<file path="config.mk">
export PLATFORM = sky130hd
export DESIGN_NAME = nsp_sequencer
export DESIGN_NICKNAME = d
export VERILOG_FILES = /design/src/nsp_pkg.sv /design/src/nsp_sequencer.sv
export VERILOG_INCLUDE_DIRS = /design/src
export SDC_FILE = /design/constraint.sdc
export NUM_CORES = 2
export LEC_CHECK = 0
export ABC_AREA = 1
export BUFFER_PORTS_ARGS = -buffer_cell sky130_fd_sc_hd__buf_4
export CAP_MARGIN = 5
export CORE_MARGIN = 5
export CORE_UTILIZATION = 55
export DETAILED_ROUTE_END_ITERATION = 7
export PLACE_DENSITY = 0.73
export SLEW_MARGIN = 20
export SYNTH_ARGS = -nofsm -noshare
export SYNTH_HDL_FRONTEND = slang
export SYNTH_SLANG_ARGS = --single-unit
</file>
<file path="constraint.sdc">
create_clock -name clk -period 5.15 [get_ports clk]
set_clock_uncertainty 0.05 [all_clocks]
set_input_delay 1.03 -clock clk [delete_from_list [all_inputs] [get_ports clk]]
set_output_delay 1.03 -clock clk [all_outputs]
set_load 0.02 [all_outputs]
</file>
<file path="src/nsp_map.svh">
/*
  Constants of the NVM page sequencer: register offsets, field positions,
  command codes, key, sizes and timing counts.
  Assumes a 125 MHz system clock and a 4 KB Flash in 256-byte blocks.
*/
`ifndef NSP_MAP_SVH
`define NSP_MAP_SVH
`define NSP_OFF_CTRL_A     12'h000
`define NSP_OFF_CTRL_B     12'h004
`define NSP_OFF_STATUS     12'h008
`define NSP_OFF_KEY        12'h00c
`define NSP_OFF_FUSES      12'h010
`define NSP_CMD_NONE       3'h0
`define NSP_CMD_WRITE      3'h1
`define NSP_CMD_ERASE      3'h2
`define NSP_CMD_ERASE_WR   3'h3
`define NSP_CMD_CLEAR      3'h4
`define NSP_KEY_SPM        8'h9d
`define NSP_KEY_WINDOW     3'h4
`define NSP_BIT_GUARD      0
`define NSP_BIT_LOCK       1
`define NSP_BIT_FLASH_BUSY_FLAG      0
`define NSP_BIT_EEPROM_BUSY_FLAG     1
`define NSP_BIT_WRERR      2
`define NSP_BLOCK_BYTES    256
`define NSP_FLASH_BLOCKS   8'h10
`define NSP_BOOT_DEFAULT   8'h00
`define NSP_CODE_DEFAULT   8'h00
`define NSP_PAGE_BYTES     64
`define NSP_LAST_INDEX     6'h3f
`define NSP_CLEAR_CYCLES   3'h7
`define NSP_RESP_OKAY      2'h0
`define NSP_RESP_SLVERR    2'h2
`endif

</file>
<file path="src/nsp_pkg.sv">
/*
  Types shared by the NVM page sequencer.
  Assumes nothing beyond the constants header.
*/
package nsp_pkg;
  typedef enum {ST_IDLE, ST_ERASE, ST_WRITE, ST_CLEAR} nsp_state_t;
  typedef enum logic [1:0] {MEM_FLASH, MEM_EEPROM, MEM_USER} nsp_mem_t;
  typedef enum logic [1:0] {RGN_BOOT, RGN_CODE, RGN_DATA} nsp_region_t;
endpackage

</file>
<file path="src/nsp_sequencer.sv">
/*
  NVM page sequencer: Flash region map from end fuses, write protection,
  shared AND-merge page buffer, key-unlocked commands, array sequencing.
  Assumes an AXI4-Lite master for registers, a CPU store/load port, and
  an array port that acknowledges each request with a one-cycle ack.
*/
// The AXI4-Lite interface to the registers and the address map were chosen for this implementation.
`include "nsp_map.svh"

module nsp_sequencer
  import nsp_pkg::*;
(
  input  wire logic        clk,
  input  wire logic        reset,
  input  wire logic        clkEn,
  input  wire logic [7:0]  bootEndFuse,
  input  wire logic [7:0]  codeEndFuse,
  input  wire logic [11:0] cpuPc,
  input  wire logic        instrRetire,
  input  wire logic        wakeUp,
  input  wire logic        storeValid,
  input  wire logic [1:0]  storeMem,
  input  wire logic [11:0] storeAddr,
  input  wire logic [7:0]  storeData,
  input  wire logic        storeDebug,
  input  wire logic        loadValid,
  input  wire logic [11:0] loadAddr,
  output logic             loadWait,
  output logic             loadDenied,
  output logic             cpuHalt,
  output logic             arrayReq,
  output logic             arrayErase,
  output logic             arrayWhole,
  output logic [1:0]       arrayMem,
  output logic [11:0]      arrayAddr,
  output logic [7:0]       arrayData,
  input  wire logic        arrayAck,
  input  wire logic [11:0] s_axi_awaddr,
  input  wire logic        s_axi_awvalid,
  output logic             s_axi_awready,
  input  wire logic [31:0] s_axi_wdata,
  input  wire logic [3:0]  s_axi_wstrb,
  input  wire logic        s_axi_wvalid,
  output logic             s_axi_wready,
  output logic [1:0]       s_axi_bresp,
  output logic             s_axi_bvalid,
  input  wire logic        s_axi_bready,
  input  wire logic [11:0] s_axi_araddr,
  input  wire logic        s_axi_arvalid,
  output logic             s_axi_arready,
  output logic [31:0]      s_axi_rdata,
  output logic [1:0]       s_axi_rresp,
  output logic             s_axi_rvalid,
  input  wire logic        s_axi_rready
);

  logic [7:0]  boot_section_end_q;
  logic [7:0]  codeEnd_q;
  logic        awHave_q;
  logic        wHave_q;
  logic [11:0] awAddr_q;
  logic [7:0]  wData_q;
  logic        wLow_q;
  logic        guard_q;
  logic        lock_q;
  logic        keyOpen_q;
  logic [2:0]  keyCount_q;
  logic [2:0]  cmd_q;
  logic        flashBusy_q;
  logic        eeprom_busy_flag_q;
  logic        wrError_q;
  nsp_state_t  state_q;
  logic [5:0]  idx_q;
  logic        eraseThenWrite_q;
  logic        wholeDone_q;
  logic [2:0]  clearCount_q;
  logic [5:0]  page_q;
  nsp_mem_t    mem_q;
  logic        dbg_q;
  logic [7:0]  pageBuf_q [`NSP_PAGE_BYTES];
  logic [`NSP_PAGE_BYTES-1:0] mark_q;

  logic        doWrite;
  logic        cmdWrite;
  logic        cmdAccept;
  logic        cmdAllowed;
  logic        busyAny;
  logic        clearBuf;
  logic        storeTake;
  logic        opEnd;
  logic        stepLast;
  nsp_region_t execRegion;

  // Fuse value past Flash end falls back to its default
  function automatic logic [7:0] fuseClamp(input logic [7:0] f, input logic [7:0] dflt);
    fuseClamp = (f > `NSP_FLASH_BLOCKS) ? dflt : f;
  endfunction

  // Region of a Flash address from the two end values
  function automatic nsp_region_t regionOf(input logic [11:0] a);
    logic [7:0] blk;
    blk = {4'h0, a[11:8]};
    if (boot_section_end_q == 8'h00 || blk < boot_section_end_q)
      regionOf = RGN_BOOT;
    else if (codeEnd_q == 8'h00)
      regionOf = RGN_CODE;
    else if (codeEnd_q <= boot_section_end_q)
      regionOf = RGN_DATA;
    else if (blk < codeEnd_q)
      regionOf = RGN_CODE;
    else
      regionOf = RGN_DATA;
  endfunction

  // Register decode, shared by write and read paths
  function automatic logic [2:0] regSel(input logic [11:0] a);
    case (a)
      `NSP_OFF_CTRL_A: regSel = 3'h1;
      `NSP_OFF_CTRL_B: regSel = 3'h2;
      `NSP_OFF_STATUS: regSel = 3'h3;
      `NSP_OFF_KEY:    regSel = 3'h4;
      `NSP_OFF_FUSES:  regSel = 3'h5;
      default:         regSel = 3'h0;
    endcase
  endfunction

  // Directional write check for the pending page
  always_comb
  begin
    execRegion = regionOf(cpuPc);
    if (mem_q == MEM_FLASH)
    begin
      case (execRegion)
        RGN_BOOT: cmdAllowed = regionOf({page_q, 6'h00}) != RGN_BOOT;
        RGN_CODE: cmdAllowed = regionOf({page_q, 6'h00}) == RGN_DATA;
        default:  cmdAllowed = 1'b0;
      endcase
      if (guard_q && regionOf({page_q, 6'h00}) == RGN_CODE)
        cmdAllowed = 1'b0;
    end
    else if (mem_q == MEM_USER && dbg_q)
      cmdAllowed = 1'b1;
    else
      cmdAllowed = execRegion != RGN_DATA;
  end

  // Command and sequencing strobes
  assign busyAny   = flashBusy_q | eeprom_busy_flag_q;
  assign doWrite   = awHave_q & wHave_q & ~s_axi_bvalid;
  assign cmdWrite  = doWrite & wLow_q & (regSel(awAddr_q) == 3'h1);
  assign cmdAccept = cmdWrite & keyOpen_q & ~busyAny & (state_q == ST_IDLE);
  assign stepLast  = wholeDone_q | (idx_q == `NSP_LAST_INDEX);
  assign opEnd     = ((state_q == ST_WRITE) | ((state_q == ST_ERASE) & ~eraseThenWrite_q))
                     & ((arrayReq & arrayAck & stepLast)
                     | (~arrayReq & stepLast & ~mark_q[idx_q] & (mem_q != MEM_FLASH)));
  assign clearBuf  = reset | wakeUp
                     | (clkEn & (opEnd | ((state_q == ST_CLEAR) & (clearCount_q == 3'h0))));
  assign storeTake = storeValid & ~busyAny & (state_q == ST_IDLE);

  // Fuse capture while reset is held
  always_ff @(posedge clk)
  begin
    if (reset)
    begin
      boot_section_end_q <= fuseClamp(bootEndFuse, `NSP_BOOT_DEFAULT);
      codeEnd_q <= fuseClamp(codeEndFuse, `NSP_CODE_DEFAULT);
    end
  end

  // AXI4-Lite write channels and response
  always_ff @(posedge clk)
  begin
    if (reset)
    begin
      awHave_q <= 1'b0;
      wHave_q <= 1'b0;
      awAddr_q <= 12'h000;
      wData_q <= 8'h00;
      wLow_q <= 1'b0;
      s_axi_awready <= 1'b1;
      s_axi_wready <= 1'b1;
      s_axi_bvalid <= 1'b0;
      s_axi_bresp <= `NSP_RESP_OKAY;
    end
    else if (clkEn)
    begin
      if (s_axi_awvalid && s_axi_awready)
      begin
        awAddr_q <= s_axi_awaddr;
        awHave_q <= 1'b1;
        s_axi_awready <= 1'b0;
      end
      if (s_axi_wvalid && s_axi_wready)
      begin
        wData_q <= s_axi_wdata[7:0];
        wLow_q <= s_axi_wstrb[0];
        wHave_q <= 1'b1;
        s_axi_wready <= 1'b0;
      end
      if (doWrite)
      begin
        awHave_q <= 1'b0;
        wHave_q <= 1'b0;
        s_axi_bvalid <= 1'b1;
        s_axi_bresp <= (regSel(awAddr_q) == 3'h0) ? `NSP_RESP_SLVERR : `NSP_RESP_OKAY;
      end
      if (s_axi_bvalid && s_axi_bready)
      begin
        s_axi_bvalid <= 1'b0;
        s_axi_awready <= 1'b1;
        s_axi_wready <= 1'b1;
      end
    end
  end

  // AXI4-Lite read channel
  always_ff @(posedge clk)
  begin
    if (reset)
    begin
      s_axi_arready <= 1'b1;
      s_axi_rvalid <= 1'b0;
      s_axi_rdata <= 32'h0000_0000;
      s_axi_rresp <= `NSP_RESP_OKAY;
    end
    else if (clkEn)
    begin
      if (s_axi_arvalid && s_axi_arready)
      begin
        s_axi_arready <= 1'b0;
        s_axi_rvalid <= 1'b1;
        s_axi_rresp <= `NSP_RESP_OKAY;
        case (regSel(s_axi_araddr))
          3'h1: s_axi_rdata <= {29'h0, cmd_q};
          3'h2: s_axi_rdata <= {30'h0, lock_q, guard_q};
          3'h3: s_axi_rdata <= {29'h0, wrError_q, eeprom_busy_flag_q, flashBusy_q};
          3'h4: s_axi_rdata <= {30'h0, keyOpen_q, 1'b0};
          3'h5: s_axi_rdata <= {16'h0, codeEnd_q, boot_section_end_q};
          default:
          begin
            s_axi_rdata <= 32'h0000_0000;
            s_axi_rresp <= `NSP_RESP_SLVERR;
          end
        endcase
      end
      if (s_axi_rvalid && s_axi_rready)
      begin
        s_axi_rvalid <= 1'b0;
        s_axi_arready <= 1'b1;
      end
    end
  end

  // Protection bits; lock only settable from boot code
  always_ff @(posedge clk)
  begin
    if (reset)
    begin
      guard_q <= 1'b0;
      lock_q <= 1'b0;
    end
    else if (clkEn && doWrite && wLow_q && regSel(awAddr_q) == 3'h2)
    begin
      guard_q <= wData_q[`NSP_BIT_GUARD];
      if (execRegion == RGN_BOOT && wData_q[`NSP_BIT_LOCK])
        lock_q <= 1'b1;
    end
  end

  // Load gating: stall while busy, deny boot reads outside boot
  always_ff @(posedge clk)
  begin
    if (reset)
    begin
      loadWait <= 1'b0;
      loadDenied <= 1'b0;
    end
    else if (clkEn)
    begin
      loadWait <= loadValid & busyAny;
      loadDenied <= loadValid & lock_q & (execRegion != RGN_BOOT)
                    & (regionOf(loadAddr) == RGN_BOOT);
    end
  end

  // Key window counted in retired instructions
  always_ff @(posedge clk)
  begin
    if (reset)
    begin
      keyOpen_q <= 1'b0;
      keyCount_q <= 3'h0;
    end
    else if (clkEn)
    begin
      if (doWrite && wLow_q && regSel(awAddr_q) == 3'h4 && wData_q == `NSP_KEY_SPM)
      begin
        keyOpen_q <= 1'b1;
        keyCount_q <= 3'h0;
      end
      else if (cmdWrite)
        keyOpen_q <= 1'b0;
      else if (keyOpen_q && instrRetire)
      begin
        keyCount_q <= keyCount_q + 3'h1;
        if (keyCount_q + 3'h1 == `NSP_KEY_WINDOW)
          keyOpen_q <= 1'b0;
      end
    end
  end

  // Buffer owner: page, memory and source of the last store
  always_ff @(posedge clk)
  begin
    if (reset)
    begin
      page_q <= 6'h00;
      mem_q <= MEM_FLASH;
      dbg_q <= 1'b0;
    end
    else if (clkEn && storeTake)
    begin
      page_q <= storeAddr[11:6];
      mem_q <= nsp_mem_t'(storeMem);
      dbg_q <= storeDebug;
    end
  end

  // Page buffer bytes: AND merge on store, all ones on clear
  genvar g;
  generate
    for (g = 0; g < `NSP_PAGE_BYTES; g++)
    begin : gByte
      always_ff @(posedge clk)
      begin
        if (clearBuf && !(clkEn && storeTake && storeAddr[5:0] == 6'(g) && !reset))
        begin
          pageBuf_q[g] <= 8'hff;
          mark_q[g] <= 1'b0;
        end
        else if (clkEn && storeTake && storeAddr[5:0] == 6'(g))
        begin
          // A store meeting a wake clear merges into an all-ones byte; under reset the store is dropped
          pageBuf_q[g] <= (clearBuf ? 8'hff : pageBuf_q[g]) & storeData;
          mark_q[g] <= 1'b1;
        end
      end
    end
  endgenerate

  // Command acceptance, array sequencing and busy/halt flags
  always_ff @(posedge clk)
  begin
    if (reset)
    begin
      state_q <= ST_IDLE;
      cmd_q <= `NSP_CMD_NONE;
      flashBusy_q <= 1'b0;
      eeprom_busy_flag_q <= 1'b0;
      wrError_q <= 1'b0;
      cpuHalt <= 1'b0;
      idx_q <= 6'h00;
      eraseThenWrite_q <= 1'b0;
      wholeDone_q <= 1'b0;
      clearCount_q <= 3'h0;
      arrayReq <= 1'b0;
      arrayErase <= 1'b0;
      arrayWhole <= 1'b0;
      arrayMem <= 2'h0;
      arrayAddr <= 12'h000;
      arrayData <= 8'h00;
    end
    else if (clkEn)
    begin
      if (doWrite && wLow_q && regSel(awAddr_q) == 3'h3 && wData_q[`NSP_BIT_WRERR])
        wrError_q <= 1'b0;
      case (state_q)
        ST_IDLE:
        begin
          idx_q <= 6'h00;
          wholeDone_q <= 1'b0;
          if (cmdAccept)
          begin
            cmd_q <= wData_q[2:0];
            case (wData_q[2:0])
              `NSP_CMD_WRITE, `NSP_CMD_ERASE, `NSP_CMD_ERASE_WR:
              begin
                if (!cmdAllowed || (wData_q[2:0] != `NSP_CMD_WRITE && mark_q == '0))
                begin
                  wrError_q <= 1'b1;
                  cmd_q <= `NSP_CMD_NONE;
                end
                else
                begin
                  state_q <= (wData_q[2:0] == `NSP_CMD_WRITE) ? ST_WRITE : ST_ERASE;
                  eraseThenWrite_q <= wData_q[2:0] == `NSP_CMD_ERASE_WR;
                  flashBusy_q <= mem_q == MEM_FLASH;
                  eeprom_busy_flag_q <= mem_q != MEM_FLASH;
                  cpuHalt <= mem_q == MEM_FLASH;
                end
              end
              `NSP_CMD_CLEAR:
              begin
                state_q <= ST_CLEAR;
                clearCount_q <= `NSP_CLEAR_CYCLES - 3'h1;
                cpuHalt <= 1'b1;
              end
              default: cmd_q <= `NSP_CMD_NONE;
            endcase
          end
        end
        ST_CLEAR:
        begin
          clearCount_q <= clearCount_q - 3'h1;
          if (clearCount_q == 3'h0)
          begin
            state_q <= ST_IDLE;
            cpuHalt <= 1'b0;
            cmd_q <= `NSP_CMD_NONE;
          end
        end
        ST_ERASE, ST_WRITE:
        begin
          if (!arrayReq)
          begin
            if (state_q == ST_ERASE && mem_q == MEM_FLASH)
            begin
              arrayReq <= 1'b1;
              arrayWhole <= 1'b1;
              arrayErase <= 1'b1;
              wholeDone_q <= 1'b1;
            end
            else if (mark_q[idx_q] || mem_q == MEM_FLASH)
            begin
              arrayReq <= 1'b1;
              arrayWhole <= 1'b0;
              arrayErase <= state_q == ST_ERASE;
            end
            else if (stepLast)
              idx_q <= 6'h00;
            else
              idx_q <= idx_q + 6'h01;
            arrayMem <= mem_q;
            arrayAddr <= {page_q, (state_q == ST_ERASE && mem_q == MEM_FLASH)
                          ? 6'h00 : idx_q};
            arrayData <= pageBuf_q[idx_q];
          end
          else if (arrayAck)
          begin
            arrayReq <= 1'b0;
            idx_q <= stepLast ? 6'h00 : idx_q + 6'h01;
          end
          if (!arrayReq && stepLast && !mark_q[idx_q] && mem_q != MEM_FLASH
              || arrayReq && arrayAck && stepLast)
          begin
            wholeDone_q <= 1'b0;
            if (state_q == ST_ERASE && eraseThenWrite_q)
              state_q <= ST_WRITE;
            else
            begin
              state_q <= ST_IDLE;
              flashBusy_q <= 1'b0;
              eeprom_busy_flag_q <= 1'b0;
              cpuHalt <= 1'b0;
              cmd_q <= `NSP_CMD_NONE;
            end
          end
        end
        default: state_q <= ST_IDLE;
      endcase
    end
  end

endmodule

</file>
Word level (Yosys, flattened, before mapping)
Memory sizes are Yosys's and may differ from the RTL's. A register that Yosys moved wholly into a read port is not among the register bits.
Cells that the tools add are included.
{"block": "totals", "elab_cells": 1306, "reg_bits": 228, "inputBits": 136, "ramBits": 512, "n_memories": 1, "out_inout_bits": 69}
{"name": "pageBuf_q", "depth": 64, "width": 8, "rd": 65, "rd_clocked_by_memory_dff": 1, "write_ports": 64, "line": "nsp_sequencer.sv:80", "source": "logic [7:0] pageBuf_q [`NSP_PAGE_BYTES];"}
{"block": "classes", "n_eq_ne": 114, "n_reduce_logical": 348, "magnitude_cmp": 10, "bitwise_logic": 163, "mux": 564, "n_addsub": 3}
{"cell": "$mux 8", "count": 128}
{"cell": "$and 8x8->8", "count": 64}
{"cell": "$mux 1", "count": 368}
{"cell": "$logic_and 1x1->1", "count": 218}
{"cell": "$eq 6x6->1 const B", "count": 33}
{"cell": "$mux 32", "count": 4}
{"cell": "$eq 32x2->1 const B", "count": 3}
{"cell": "$eq 6x5->1 const B", "count": 16}
{"cell": "$pmux 32 s3", "count": 1}
{"cell": "$pmux 16 s5", "count": 1}
{"cell": "$or 1x1->1", "count": 71}
{"cell": "$logic_not 1->1", "count": 68}
{"cell": "$eq 32x3->1 const B", "count": 2}
{"cell": "$logic_not 32->1", "count": 2}
{"cell": "$logic_not 64->1", "count": 1}
{"cell": "$pmux 32 s2", "count": 1}
{"cell": "$mux 3", "count": 19}
{"cell": "$eq 12x4->1 const B", "count": 4}
{"cell": "$eq 6x4->1 const B", "count": 8}
{"cell": "$lt 4x8->1", "count": 6}
{"cell": "$mux 2", "count": 23}
{"cell": "$mux 6", "count": 6}
{"cell": "$eq 32x1->1 const B", "count": 1}
{"cell": "$pmux 3 s5", "count": 2}
{"cell": "47 further kinds", "count": 152}

Depth between registers and ports, before layout
{"block": "logic_depth", "ltp_word": 18, "mapped_depth": 20, "mapped_depth_nobuf": 20}

Worst setup path after synthesis
No wires, ideal clock.
{"block": "synth_timing", "path_type": "input to register", "start": "input clkEn", "end": "memory pageBuf_q[33][0], enable pin", "required_time_ns": 4.716, "stages": 10, "path_slack_ns": 1.930, "t_arrival_ns": 2.786, "path_cell_list": "buf_2 > nand2_1 > inv_1 > nand3_1 > clkbuf_1 > nor2_1 > nand2_1 > nor2_1 > clkinv_1 > o21ai_0"}
{"item": "start, declared", "line": "nsp_sequencer.sv:15", "source": "input wire logic clkEn,"}
{"item": "end, declared", "line": "nsp_sequencer.sv:80"}

==> results.cfg <==
[logic_synthesis]
synth.avg_cell_area_um2 = 8.51
yosysTopAreaCell = sky130_fd_sc_hd__edfxtp_1
synth_area_um2 = 38200
ys_top_cells_by_area = sky130_fd_sc_hd__edfxtp_1 42%, sky130_fd_sc_hd__nand2_1 14%, sky130_fd_sc_hd__nand3b_1 9.2%
synth_top_area_share_pct = 41.5
synth_edf_count = 528
yosysSeqAreaShare_pct = 50.6
yosys_register_bits = 700
synth_warnings = 0
synthCells = 4488
top_ff_cell_synth = sky130_fd_sc_hd__edfxtp_1
yosys.cell_types.count = 44
synthArstFlopShare_pct = 0

[drt]
dr_total_vias = 32900
totalWireLength_um = 114000
detail_route.drc_violations = 0
wl_per_cell_um = 21.1
drt_iter0_markers = 4717
routed_via_density = 6.06
firstDrtPassIters = 6
antenna_violating_nets_post_route = 0

[place]
port_buffers = 143
dpl_worst_slack_ns = 1.04
dp.final_hpwl_um = 69400
gp_congestion = 1.01
placement_cell_area_um2 = 39300

[pwr]
total_leakage_power_nw = 14.8
pwr_dens_nw_per_um2 = 296
largest_vdd_supply_drop_mv = 0.236

[global_route]
grt_antenna_before_repair = 3
grt_pass1_wl_um = 176000
largest_net_degree_at_the_start_of_global_routing = 217
grt_remaining_overflow = 0
first_global_vias = 30300
global_route.usage.total_pct = 29.5

[die]
start_util_pct = 55.6
die-height_um = 273
core_area_um2 = 68700
ios = 205
die_width_um = 273
rows = 96
die_area_um2 = 74800

[min_path]
hp-class = register to register

[final_layout]
layout-area-overhead-vs-synth_pct = 9.24
drive_above_1_share_pct = 8.26
final_net_count = 4611
finalInstanceArea_um2 = 41700
filler_cell_count = 6052

[cts]
cts_sinks = 700
tritoncts_clock_tree = built
clock_tree.htree_level_count = 3
post_cts.repair.setup_buffers = 0
post_cts_resize_count = 0
postCtsHoldBufs = 0
clkLatencyLatePin_ns = 0.64
path_clk_slew_ns = 0.06
ctsLongestPathBuffers = 3
clk_root_buffer_cell = sky130_fd_sc_hd__clkbuf_16
cts_made_buffers = 75

[critical_path]
path_class = register to register
critPathMaxFanout = 50
critical_path_required_ns = 5.35
cp_slowest_cell = sky130_fd_sc_hd__inv_2
max_stage_delay_ns = 0.74
path_cells = inv_2 -> buf_4 -> nand3_1 -> nand3_1 -> nand2_1 -> nand2_1 -> nand3_1 -> nand3_1 -> nand3_1 -> nand2_1 -> nand3_2 -> nand2_2 -> nand2_8 -> nand2_8 -> clkinv_2 -> buf_12 -> o21ai_1
critPathCaptureType = register
path_common_cell = sky130_fd_sc_hd__nand3_1
start_kind = register
worst-endpoint-arrival_ns = 4.40

[flow_run]
max_cap_viol_count = 0

[sta]
grt_setup_unrepaired = false
period_share_pct = 81.6
final_max_slew_viol_count = 0
finalWorstPathRequiredPeriod_ns = 4.20
max_freq_mhz = 238
timing.hold.ws_ns = 0.393
report.final.setup_viol = 0
finalSetupTns_ns = 0
least_margin_pin_slew_ns = 1.40
hold_violations = 0
layout_setup_ws_ns = 0.945
timing.max_slew.rel_slack_pct = 6.36

[status]
outcome = finished clean
through the flow:
stage                     power, mW  std cells  utilization (%)
after floorplan                6.83       4511                -
after global placement         7.13       5296             57.2
after detailed placement       7.14       5296             57.2
after CTS                      12.4       5435             60.7
after global routing           12.7       5435             60.7
final                          12.3       5436             60.7
flip-flops by register name, summed over array words and instances, names as in the netlist, 6 cells and up:
signal	cells
awAddr_q	12
idx_q	6
boot_section_end_q	8
wData_q	8
arrayData	8
page_q	6
mark_q	64
arrayAddr	12
pageBuf_q	512
s_axi_rdata	16
codeEnd_q	8
final cells by class:
cell class                 count  area [um2]  share of cell area [%]
inverter                     251         948                    2.27
clock buffer                  99        2090                    5.01
sequential                   700       19300                    46.3
antenna                        1        2.50                 0.00600
multi-input combinational   3208       16200                    38.9
clock inverter                40         278                   0.666
timing repair buffer         206        1690                    4.05
tap                          931        1160                    2.79
worst paths after layout:
check	cells past startpoint	endpoint	slack, ns	from
setup / recovery	17	pageBuf_q[51][0]	0.95	idx_q[1]
hold / removal	2	dbg_q	0.39	dbg_q
setup reg to reg	17	pageBuf_q[51][0]	0.95	idx_q[1]
hold reg to reg	2	dbg_q	0.39	dbg_q
cell usage in the layout (no fill, tap or decap), types with 6 or more instances in the layout:
cell type | synthesis | final
sky130_fd_sc_hd__nand2_1 | 1474 | 1472
sky130_fd_sc_hd__edfxtp_1 | 528 | 528
sky130_fd_sc_hd__nand3b_1 | 467 | 467
sky130_fd_sc_hd__a21oi_1 | 357 | 357
sky130_fd_sc_hd__nand3_1 | 243 | 243
sky130_fd_sc_hd__inv_1 | 231 | 231
sky130_fd_sc_hd__buf_4 | 50 | 194
sky130_fd_sc_hd__o21ai_0 | 189 | 186
sky130_fd_sc_hd__dfxtp_1 | 172 | 169
sky130_fd_sc_hd__nor2_1 | 132 | 131
sky130_fd_sc_hd__o221ai_1 | 107 | 107
sky130_fd_sc_hd__clkbuf_16 | 0 | 77
sky130_fd_sc_hd__ha_1 | 33 | 33
sky130_fd_sc_hd__nor3_1 | 30 | 28
sky130_fd_sc_hd__clkinv_1 | 16 | 27
sky130_fd_sc_hd__nor3_2 | 23 | 25
sky130_fd_sc_hd__o21ai_1 | 21 | 24
sky130_fd_sc_hd__conb_1 | 1 | 24
sky130_fd_sc_hd__clkinv_2 | 0 | 19
sky130_fd_sc_hd__nor4_1 | 19 | 19
sky130_fd_sc_hd__o21bai_1 | 18 | 18
sky130_fd_sc_hd__nand4_1 | 16 | 16
sky130_fd_sc_hd__o22ai_1 | 13 | 13
sky130_fd_sc_hd__clkbuf_1 | 128 | 13
sky130_fd_sc_hd__buf_12 | 0 | 11
sky130_fd_sc_hd__o211ai_1 | 9 | 9
sky130_fd_sc_hd__clkbuf_8 | 0 | 8
sky130_fd_sc_hd__nand2_2 | 6 | 6
worst max-delay path, delay by kind of cell, from the launching register on:
| kind | cells | cell delay, ns |
|---|---|---|
| compound gates | 1 | 0.55 |
| flops | 1 | 0.47 |
| buf+inv | 4 | 1.38 |
| simple gates | 12 | 1.26 |
cells in the mapped netlist, types with 104 or more instances:
cell and number:
sky130_fd_sc_hd__nor2_1 132, sky130_fd_sc_hd__a21oi_1 357, sky130_fd_sc_hd__nand2_1 1474, sky130_fd_sc_hd__edfxtp_1 528
sky130_fd_sc_hd__o221ai_1 107, sky130_fd_sc_hd__dfxtp_1 172, sky130_fd_sc_hd__o21ai_0 189, sky130_fd_sc_hd__clkbuf_1 128
sky130_fd_sc_hd__buf_1 104, sky130_fd_sc_hd__nand3_1 243, sky130_fd_sc_hd__nand3b_1 467, sky130_fd_sc_hd__inv_1 231
where the power goes:
| part | switching [mW] | total, mW | internal (mW) |
|---|---|---|---|
| sequential | 0.0289 | 6.11 | 6.08 |
| combinational | 0.680 | 0.928 | 0.248 |
| clock | 2.33 | 5.30 | 2.97 |
logic make-up (layout without fill, tap and decap cells):
kind of cell               after synthesis  in the layout  synth area share, %
buffers and inverters                  603            596                 7.26
and+or+nand+nor                       2416           2416                 30.0
adders and majority gates               33             33                 1.08
AOI/OAI and AO/OA                      731            731                 11.0
other                                    1             25              0.00982
xor gates and xnor gates                 4              4               0.0918
DFF                                    700            700                 50.6
metal layers:
layer / track usage [%] / vias up / wire length, um
met2: 45.2 / 1823 / 51900
met1: 42.0 / 15600 / 45700
met5: 0 / - / 13
met4: 11.5 / 2 / 4770
met3: 5.41 / 250 / 12100
li1: - / 15300 / -
Note: power is estimated with default switching activity, not from simulation.
